[src/shared/sdiu_pkg.sv]
// Functional notes
// - Signed divide, store quotient and remainder
// - Zero divisor: no write, destination kept
// - 16-bit divide: two words, upper higher
// - Stored value MSB is the sign
// - Plus-one adds one per executing scan
// - 16-bit increment wraps to most negative
// - 32-bit increment wraps to most negative
// - Minus-one subtracts one per executing scan
// - 16-bit decrement wraps to most positive
// - 32-bit decrement wraps to most positive
package sdiu_pkg;
  // Operand word width of one destination point
  localparam int SDIU_WORD_W = 16;
  // Widest operand
  localparam int SDIU_WIDE_W = 32;
  // Step width of the divider counter
  localparam int SDIU_CNT_W = 6;
  // Unit step for plus-one and minus-one
  localparam logic [SDIU_WIDE_W-1:0] SDIU_ONE = 32'h0000_0001;
  // Zero and one constants
  localparam logic [SDIU_WIDE_W-1:0] SDIU_ZERO = 32'h0000_0000;
  localparam logic [SDIU_CNT_W-1:0] SDIU_CNT_ZERO = 6'h00;
  localparam logic [SDIU_CNT_W-1:0] SDIU_CNT_ONE = 6'h01;
  // Iterations for each width
  localparam logic [SDIU_CNT_W-1:0] SDIU_ITER16 = 6'h10;
  localparam logic [SDIU_CNT_W-1:0] SDIU_ITER32 = 6'h20;
  // Destination points written per answer
  localparam logic [2:0] SDIU_WORDS_ONE = 3'h1;
  localparam logic [2:0] SDIU_WORDS_TWO = 3'h2;
  localparam logic [2:0] SDIU_WORDS_FOUR = 3'h4;

  // Instruction selection
  typedef enum logic [1:0] {
    SDIU_OP_DIVIDE = 2'h0,
    SDIU_OP_PLUS_ONE = 2'h1,
    SDIU_OP_MINUS_ONE = 2'h2
  } sdiu_op_t;

  // One request from the sequencer
  typedef struct packed {
    logic valid;
    sdiu_op_t op;
    logic wide;
    logic [SDIU_WIDE_W-1:0] firstSourceOperand;
    logic [SDIU_WIDE_W-1:0] secondSourceOperand;
  } sdiu_req_t;

  // One result for the destination points, lowest word first
  typedef struct packed {
    logic valid;
    logic skipped;
    logic [2:0] wordCount;
    logic [2*SDIU_WIDE_W-1:0] data;
  } sdiu_rsp_t;
endpackage

[src/hdl/sdiu_top.sv]
module sdiu_top
  import sdiu_pkg::*;
(
  // System clock
  input wire logic clk_sys,
  // Synchronous reset, low active
  input wire logic reset_n,
  // Request from the sequencer
  input wire sdiu_req_t req,
  // Divide in progress
  output logic busy,
  // Answer to the sequencer
  output sdiu_rsp_t rsp
);
  // Divider states
  typedef enum logic [1:0] {
    SDIU_IDLE = 2'h0,
    SDIU_RUN = 2'h1,
    SDIU_FIX = 2'h2
  } sdiu_state_t;

  // All state of the unit
  typedef struct packed {
    // Divider sequencing
    sdiu_state_t state;
    // Width of the running divide
    logic wide;
    // Result signs, fixed at the start
    logic negQuot;
    logic negRem;
    // Steps left in the run
    logic [SDIU_CNT_W-1:0] count;
    // Dividend bits out, quotient bits in
    logic [SDIU_WIDE_W-1:0] quot;
    // Partial remainder with one guard bit
    logic [SDIU_WIDE_W:0] rem;
    // Divisor magnitude
    logic [SDIU_WIDE_W-1:0] divisor;
    // Mirrors the busy output
    logic busy;
    // Answer register, drives rsp
    sdiu_rsp_t rsp;
  } sdiu_regs_t;

  // Registered state and its next value
  sdiu_regs_t r_q;
  sdiu_regs_t r_d;
  // Step result for plus-one and minus-one
  logic [SDIU_WIDE_W-1:0] stepResult;
  // Sign-extended operands
  logic [SDIU_WIDE_W-1:0] dividend;
  logic [SDIU_WIDE_W-1:0] divisorIn;
  // Magnitudes
  logic [SDIU_WIDE_W-1:0] dividendMag;
  logic [SDIU_WIDE_W-1:0] divisorMag;
  // Trial subtraction
  logic [SDIU_WIDE_W:0] trialRem;
  logic [SDIU_WIDE_W:0] trialDiff;
  // Final signed values
  logic [SDIU_WIDE_W-1:0] quotOut;
  logic [SDIU_WIDE_W-1:0] remOut;

  // Shared incrementer and decrementer
  // Serves both steps; only taken while idle
  sdiu_step_unit stepper
  (
    .value(req.firstSourceOperand),
    .wide(req.wide),
    .down(req.op == SDIU_OP_MINUS_ONE),
    .result(stepResult)
  );

  // Operand preparation and next-state logic
  always_comb
  begin
    r_d = r_q;
    // Answer strobe lasts one cycle
    r_d.rsp.valid = 1'b0;
    r_d.rsp.skipped = 1'b0;
    // Narrow operands use their low word, sign extended
    if (req.wide)
    begin
      // Wide form takes the full words
      dividend = req.firstSourceOperand;
      divisorIn = req.secondSourceOperand;
    end
    else
    begin
      // Upper operand halves are ignored
      dividend = {{SDIU_WORD_W{req.firstSourceOperand[SDIU_WORD_W-1]}},
                  req.firstSourceOperand[SDIU_WORD_W-1:0]};
      divisorIn = {{SDIU_WORD_W{req.secondSourceOperand[SDIU_WORD_W-1]}},
                   req.secondSourceOperand[SDIU_WORD_W-1:0]};
    end
    // Magnitudes; the most negative value maps to itself, unsigned ok
    dividendMag = dividend[SDIU_WIDE_W-1] ? (SDIU_ZERO - dividend) : dividend;
    divisorMag = divisorIn[SDIU_WIDE_W-1] ? (SDIU_ZERO - divisorIn)
                                          : divisorIn;
    // Restoring step: shift in the next dividend bit
    // Guard bit flags a negative difference
    trialRem = {r_q.rem[SDIU_WIDE_W-1:0], r_q.quot[SDIU_WIDE_W-1]};
    trialDiff = trialRem - {1'b0, r_q.divisor};
    quotOut = r_q.negQuot ? (SDIU_ZERO - r_q.quot) : r_q.quot;
    remOut = r_q.negRem ? (SDIU_ZERO - r_q.rem[SDIU_WIDE_W-1:0])
                        : r_q.rem[SDIU_WIDE_W-1:0];
    // Divide sequencing; steps bypass it
    case (r_q.state)
      SDIU_IDLE:
      begin
        // Requests are taken only while idle
        // Unknown op code falls through unanswered
        if (req.valid)
        begin
          if (req.op == SDIU_OP_DIVIDE)
          begin
            if (divisorIn == SDIU_ZERO)
            begin
              r_d.rsp.valid = 1'b1;
              // No write: data and word count kept
              r_d.rsp.skipped = 1'b1;
            end
            else
            begin
              r_d.state = SDIU_RUN;
              r_d.busy = 1'b1;
              r_d.wide = req.wide;
              // Result signs fixed at the start
              r_d.negQuot = dividend[SDIU_WIDE_W-1] ^ divisorIn[SDIU_WIDE_W-1];
              r_d.negRem = dividend[SDIU_WIDE_W-1];
              r_d.divisor = divisorMag;
              // Remainder starts empty
              r_d.rem = {(SDIU_WIDE_W+1){1'b0}};
              // Narrow dividend is pre-shifted so 16 steps suffice
              r_d.quot = req.wide ? dividendMag
                                  : {dividendMag[SDIU_WORD_W-1:0],
                                     {SDIU_WORD_W{1'b0}}};
              r_d.count = req.wide ? SDIU_ITER32 : SDIU_ITER16;
            end
          end
          else if (req.op == SDIU_OP_PLUS_ONE || req.op == SDIU_OP_MINUS_ONE)
          begin
            r_d.rsp.valid = 1'b1;
            r_d.rsp.wordCount = req.wide ? SDIU_WORDS_TWO : SDIU_WORDS_ONE;
            // Unused answer words stay zero
            r_d.rsp.data = {SDIU_ZERO, stepResult};
          end
        end
      end
      SDIU_RUN:
      begin
        // One quotient bit per clock
        if (trialDiff[SDIU_WIDE_W])
        begin
          // Too small to subtract: bit is 0
          r_d.rem = trialRem;
          r_d.quot = {r_q.quot[SDIU_WIDE_W-2:0], 1'b0};
        end
        else
        begin
          // Subtract fits: bit is 1
          r_d.rem = trialDiff;
          r_d.quot = {r_q.quot[SDIU_WIDE_W-2:0], 1'b1};
        end
        // One step consumed
        r_d.count = r_q.count - SDIU_CNT_ONE;
        // Last step moves on to the sign fix
        if (r_q.count == SDIU_CNT_ONE)
        begin
          r_d.state = SDIU_FIX;
        end
      end
      SDIU_FIX:
      begin
        // Signs applied, answer out, idle again
        r_d.state = SDIU_IDLE;
        r_d.busy = 1'b0;
        r_d.rsp.valid = 1'b1;
        if (r_q.wide)
        begin
          r_d.rsp.wordCount = SDIU_WORDS_FOUR;
          // Remainder words above the quotient
          r_d.rsp.data = {remOut, quotOut};
        end
        else
        begin
          r_d.rsp.wordCount = SDIU_WORDS_TWO;
          // Upper answer words stay zero
          r_d.rsp.data = {SDIU_ZERO, remOut[SDIU_WORD_W-1:0],
                          quotOut[SDIU_WORD_W-1:0]};
        end
      end
      default:
      begin
        // Unused state code: recover to idle
        r_d.state = SDIU_IDLE;
        r_d.busy = 1'b0;
      end
    endcase
  end

  // State register with synchronous reset
  always_ff @(posedge clk_sys)
  begin
    if (!reset_n)
    begin
      // Clears any stale answer strobe
      r_q <= '0;
    end
    else
    begin
      // Advance every clock
      r_q <= r_d;
    end
  end

  // Outputs straight from flip-flops
  assign busy = r_q.busy;
  assign rsp = r_q.rsp;
endmodule

[src/hdl/sdiu_step_unit.sv]
module sdiu_step_unit
  import sdiu_pkg::*;
(
  input wire logic [SDIU_WIDE_W-1:0] value,
  input wire logic wide,
  input wire logic down,
  output logic [SDIU_WIDE_W-1:0] result
);
  // Unsized wrap is the intended behaviour: no saturation here
  logic [SDIU_WIDE_W-1:0] sum;
  logic [SDIU_WORD_W-1:0] narrow;

  // Plus or minus one, two's complement wrap
  always_comb
  begin
    sum = down ? (value - SDIU_ONE) : (value + SDIU_ONE);
    narrow = sum[SDIU_WORD_W-1:0];
    if (wide)
    begin
      result = sum;
    end
    else
    begin
      result = {{SDIU_WORD_W{1'b0}}, narrow};
    end
  end
endmodule

[config.mk]
export PLATFORM = sky130hd
export DESIGN_NAME = sdiu_top
export DESIGN_NICKNAME = d
export VERILOG_FILES = /design/src/shared/sdiu_pkg.sv /design/src/hdl/sdiu_top.sv /design/src/hdl/sdiu_step_unit.sv
export SDC_FILE = /design/constraint.sdc
export NUM_CORES = 1
export LEC_CHECK = 0
export ABC_AREA = 1
export BUFFER_PORTS_ARGS = -buffer_cell sky130_fd_sc_hd__buf_2
export CAP_MARGIN = 15
export CORE_UTILIZATION = 40
export DETAILED_ROUTE_END_ITERATION = 8
export PLACE_DENSITY = 0.63
export SYNTH_ARGS = -nofsm -noshare
export SYNTH_HDL_FRONTEND = slang
export SYNTH_SLANG_ARGS = --single-unit
export TNS_END_PERCENT = 10
[constraint.sdc]
create_clock -name clk_sys -period 7.3 [get_ports clk_sys]
set_input_delay 1.46 -clock clk_sys [delete_from_list [all_inputs] [get_ports clk_sys]]
set_output_delay 1.46 -clock clk_sys [all_outputs]
set_load 0.1 [all_outputs]
==> results.yml, run 1 <==
status:
  outcome: "complete, no violations"
synthesis:
  synth-seq-cells: 177
  synth_top_family_by_area: "simple AND/OR/NAND/NOR gates"
  ys_async_sr_fraction: 0
  synth_compound_area_frac: 0.141
  synth.yosys.seq_area_share: 0.213
  synth.mux.area_fraction: 0
  synth.net_count: 3106
  synth-xor-area-share: 0.0369
  synthSimpleGateAreaFrac: 0.416
  synth_cells: 2990
  synth.distinct_cells: 44
  syn-cell-area_um2: 16600
  syn_avg_cell_area_um2: 5.55
  synth-adder-area-share: 0.0351
  synth_edf_count: 0
  ys.flop_type: "dfxtp_1"
  yosys_warnings: 0
placement:
  place_congestion: 0.969
  place_area_um2: 17000
  io_buffers: 139
  place_ws_ns: 2.05
  dpl.hpwl_um: 53000
critical_path:
  crit_path_end_kind: "flip-flop"
  crit_arrival_ns: 5.22
  cp_slowest_stage_delay_ns: 0.72
  worst_path_most_repeated_cell: "nand2_1"
  crit_path_max_fanout: 54
  critPathLaunchType: "primary input"
  crit_buf_inv: 3
  crit_chain: "buf_2 -> buf_4 -> inv_4 -> nand2_4 -> nand2_1 -> nor3_2 -> nand2_1 -> nor2_2 -> nand2_4 -> nand3_2 -> nand2_1 -> o22ai_1"
  required_ns: 7.64
  crit_family: "simple AND/OR/NAND/NOR gates"
  critPathKind: "primary input to flip-flop"
  slowest_stage: "nand2_1"
detailed_routing:
  vias: 18959
  drtIter0Drc: 1747
  wl_per_cell_um: 18.4
  drcViolationCount: 0
  viasPerCell: 5.36
  routed_wl_um: 65000
  drtAntennaViolNets: 0
  dr.pass1.iters: 8
clock_tree:
  ctsResizeCount: 0
  cts_buffer_depth: 2
  hold_buffers: 0
  cts_buffers: 17
  clockRootBuffer: "clkbuf_16"
  insertion_delay_ns: 0.45
  clkSlewWorstSetupHoldPaths_ns: 0.07
  cts_tree: "yes"
  cts_max_level: 4
  numClockSinks: 177
  post_cts_buffers: 0
grt:
  grt_pass1_wl_um: 99300
  first_global_vias: 17425
  grt-ovfl-total: 0
  grt_max_degree: 85
  grt_util_all_layers: 0.308
  antenna_found_initial: 0
power_and_ir_drop:
  internal_power_mw: 3.43
  p_sw_frac: 0.599
  power.switching_mw: 5.12
  p_clk_frac: 0.106
  powerDensity_nw_per_um2: 485
  comb_power_share: 0.741
  seqPwrFrac: 0.152
  p_leak_nw: 9.28
  vdd_drop_max_v: 0.000807
die:
  ioPinCount: 140
  die_y_um: 206
  core_area_um2: 40900
  initial_core_util: 0.406
  dieWidth_um: 206
  die-area_um2: 42300
  std_cell_rows: 74
timing:
  tightest_slew_ns: 1.04
  clock.fmax_ghz: 0.205
  finalCriticalPeriod_ns: 4.88
  final_max_slew_viol_count: 0
  finClkSkew_ns: 0.0200
  rsz0062_at_grt: "no"
  setup_viol: 0
  hold_violations: 0
  max-slew-margin-rel: 0.303
  post-route-period-util: 0.668
  fin_setup_tns_ns: 0
  setup_slack_ns: 2.42
final_layout:
  area_delta_synth_final_pct: 6.05
  nFillCells: 4624
  layout_common_cells: "1010 x nand2_1, 414 x inv_1, 282 x nor2_1"
  fin_area_um2: 17600
  drive_gt1_frac: 0.0725
  nets: 3108
  layout_commonest_cell: "nand2_1"
job:
  maxCapViolCount: 0
hold_path:
  hold_class: "flip-flop to flip-flop"
-- through the flow --
stage                     utilization  hold WS [ns]  std cells  power [mW]
final                           0.430         0.465       3538        8.55
after global routing            0.430         0.488       3537        8.73
after CTS                       0.430         0.464       3537        8.43
after detailed placement        0.416         0.452       3505        7.50
after global placement          0.416         0.449       3505        7.66
after floorplan                     -         0.441       2990        5.43
-- final timing paths --
| check | cells past startpoint | start | slack, ns | endpoint |
|---|---|---|---|---|
| hold reg to reg | 2 | rsp[49] | 0.46 | rsp[49] |
| setup / recovery | 12 | req[64] | 2.42 | r_q[87] |
| hold / removal | 2 | rsp[49] | 0.46 | rsp[49] |
| setup reg to reg | 17 | r_q[166] | 3.67 | r_q[113] |
-- synthesized netlist by cell type, drive strengths merged (41+ instances only) --
library cell / n / area share
a21oi: 217 / 0.065
buf: 120 / 0.052
clkbuf: 49 / 0.011
dfxtp: 177 / 0.21
ha: 45 / 0.034
inv: 418 / 0.095
nand2: 1016 / 0.23
nand3: 258 / 0.079
nand4: 41 / 0.015
nor2: 289 / 0.066
o21ai: 160 / 0.048
xor2: 51 / 0.027
-- power groups by stage --
stage / sequential, mW / clock [mW] / combinational, mW
2_1_floorplan: 1.18 / 0 / 4.25
3_3_place_gp: 1.32 / 0 / 6.34
3_5_place_dp: 1.31 / 0 / 6.19
4_1_cts: 1.29 / 0.916 / 6.22
5_1_grt: 1.28 / 0.956 / 6.50
6_report: 1.30 / 0.910 / 6.34
-- layout make-up --
type / count / area, µm² / share of cell area
Sequential cell: 177 / 3540 / 0.201
Timing Repair Buffer: 152 / 793 / 0.0450
Inverter: 419 / 1580 / 0.0895
Tap cell: 532 / 666 / 0.0378
Clock buffer: 17 / 425 / 0.0242
Multi-Input combinational cell: 2225 / 10500 / 0.594
Clock inverter: 15 / 151 / 0.00860
Antenna cell: 1 / 2.50 / 0.000142
-- layer usage --
layer / vias to the layer above / part of all wire / global-route usage
met3: 138 / 0.061 / 0.0374
met4: 0 / 0.053 / 0.158
met1: 8738 / 0.45 / 0.411
met5: - / 0 / 0
met2: 670 / 0.44 / 0.486
li1: 9413 / - / -
-- state kept, by name, summed over array words and instances, names as in the netlist --
name / cells
rsp: 69
busy: 1
r_q: 107
-- worst reg2reg max path, cell delays in order (launching register included) --
cell and delay (ns):
dfxtp_1 0.35, inv_1 0.12, ha_1 0.24, fa_1 0.41, inv_1 0.15, nand3_1 0.08, nand2_1 0.19, nand2_1 0.08
nand2_1 0.15, nand2_1 0.07, nand2_1 0.15, nand2_1 0.16, nand2_1 0.11, nand2_1 0.05, nand2_1 0.75, nand2_1 0.20
nand3_1 0.15, a21oi_1 0.07
-- cell families (layout without fill, tap and decap cells) --
group | after synthesis | after routing
buffers and inverters | 588 | 603
adders and majority gates | 46 | 46
other | 0 | 1
AOI/OAI and AO/OA | 443 | 443
and+or+nand+nor | 1666 | 1666
DFF | 177 | 177
xor gates and xnor gates | 70 | 70
No activity file was read; power rests on OpenSTA's default activity.
==> run 2, diff against run 1 <==
- PLACE_DENSITY: 0.63 -> 0.65
- clock period: 7.3 -> 4.2 ns (I/O delays scaled with it)
==> results.yml, run 2 (same netlist as run 1, synthesis figures left out) <==
power_and_ir_drop:
  p_leak_nw: 9.36
  powerDensity_nw_per_um2: 779
  vdd_drop_max_v: 0.00104
die:
  die_y_um: 206
  core_area_um2: 40900
  dieWidth_um: 206
  die-area_um2: 42300
  ioPinCount: 140
  std_cell_rows: 74
  initial_core_util: 0.406
timing:
  post-route-period-util: 0.796
  hold_violations: 0
  tightest_slew_ns: 0.759
  max-slew-margin-rel: 0.494
  rsz0062_at_grt: "no"
  clock.fmax_ghz: 0.299
  final_max_slew_viol_count: 0
  fin_setup_tns_ns: 0
  finalCriticalPeriod_ns: 3.34
  setup_viol: 0
  finClkSkew_ns: 0.0201
hold_path:
  hold_class: "flip-flop to flip-flop"
final_layout:
  layout_common_cells: "1010 x nand2_1, 414 x inv_1, 282 x nor2_1"
  fin_area_um2: 17700
  nFillCells: 4580
  largest_reg_flops: 107
  fin_util: 0.433
  num_antenna_cells: 0
  area_delta_synth_final_pct: 6.82
  drive_gt1_frac: 0.0762
  nets: 3123
  regMostFlops: "r_q"
  layout_commonest_cell: "nand2_1"
status:
  outcome: "complete, no violations"
clock_tree:
  post_cts_buffers: 0
  insertion_delay_ns: 0.47
  cts_buffer_depth: 2
  cts_buffers: 17
  hold_buffers: 0
  clockRootBuffer: "clkbuf_16"
  numClockSinks: 177
  ctsResizeCount: 0
  cts_tree: "yes"
  cts_max_level: 4
  clkSlewWorstSetupHoldPaths_ns: 0.07
detailed_routing:
  drtAntennaViolNets: 0
  viasPerCell: 5.44
  drcViolationCount: 0
  routed_wl_um: 66500
  vias: 19335
  wl_per_cell_um: 18.7
  dr.pass1.iters: 6
  drtIter0Drc: 2031
placement:
  place_congestion: 1.00
  io_buffers: 139
  dpl.hpwl_um: 53600
  place_area_um2: 17100
grt:
  grt-ovfl-total: 0
  grt_max_degree: 71
  grt_util_all_layers: 0.313
  antenna_found_initial: 0
  grt_pass1_wl_um: 101000
  first_global_vias: 17805
critical_path:
  crit_path_max_fanout: 28
  critPathLaunchType: "flip-flop"
  worst_path_most_repeated_cell: "nand2_1"
  cp_slowest_stage_delay_ns: 0.41
  crit_path_end_kind: "flip-flop"
  critPathKind: "flip-flop to flip-flop"
  crit_buf_inv: 3
  crit_family: "simple AND/OR/NAND/NOR gates"
  crit_chain: "inv_1 -> ha_1 -> fa_1 -> inv_1 -> nand3_1 -> nand2_1 -> nand2_1 -> nand2_1 -> nand2_1 -> nand2_1 -> nand2_1 -> nand2_1 -> nand2_1 -> nand2_1 -> buf_4 -> nand2_1 -> nand3_1 -> a21oi_1"
  required_ns: 4.50
  crit_arrival_ns: 3.64
  slowest_stage: "fa_1"
job:
  maxCapViolCount: 0
## run 2: stage by stage
step	total power [mW]	hold slack, ns	setup slack [ns]	cells
after floorplan	9.43	0.441	1.45	2990
after CTS	13.6	0.462	0.857	3551
final	13.8	0.463	0.858	3551
after global routing	15.1	0.481	0.567	3551
after detailed placement	11.9	0.452	0.649	3520
after global placement	11.9	0.450	0.634	3520
## run 2: worst min-delay path, cell delays in order (launching register included)
cell     delay, ns
dfxtp_1       0.31
nand2_1       0.06
a21oi_1       0.05
## run 2: final timing paths
kind | start | cells past startpoint | to | slack (ns)
worst max-delay path | r_q[166] | 18 | r_q[118] | 0.86
worst min-delay path | rsp[53] | 2 | rsp[53] | 0.46
worst max register to register | r_q[166] | 18 | r_q[118] | 0.86
worst min register to register | rsp[53] | 2 | rsp[53] | 0.46
## run 2: layer usage
layer | global-route usage | part of all wire | vias to the layer above
met1 | 0.417 | 0.44 | 8899
met4 | 0.112 | 0.036 | 0
li1 | - | - | 9442
met2 | 0.517 | 0.45 | 856
met5 | 0 | 0 | -
met3 | 0.0345 | 0.068 | 138
## run 2: cell type report
class / instances / area, µm² / share of cell area
Inverter: 419 / 1580 / 0.0888
Clock inverter: 10 / 126 / 0.00712
Sequential cell: 177 / 3540 / 0.200
Timing Repair Buffer: 167 / 906 / 0.0511
Clock buffer: 21 / 470 / 0.0265
Multi-Input combinational cell: 2225 / 10500 / 0.589
Tap cell: 532 / 666 / 0.0375
## run 2: power breakdown
part / leakage [nW] / internal [mW] / switching (mW)
sequential: 1.44 / 1.86 / 0.316
clock: 0.282 / 0.929 / 0.777
combinational: 7.64 / 2.97 / 6.95
total: 9.36 / 5.76 / 8.04
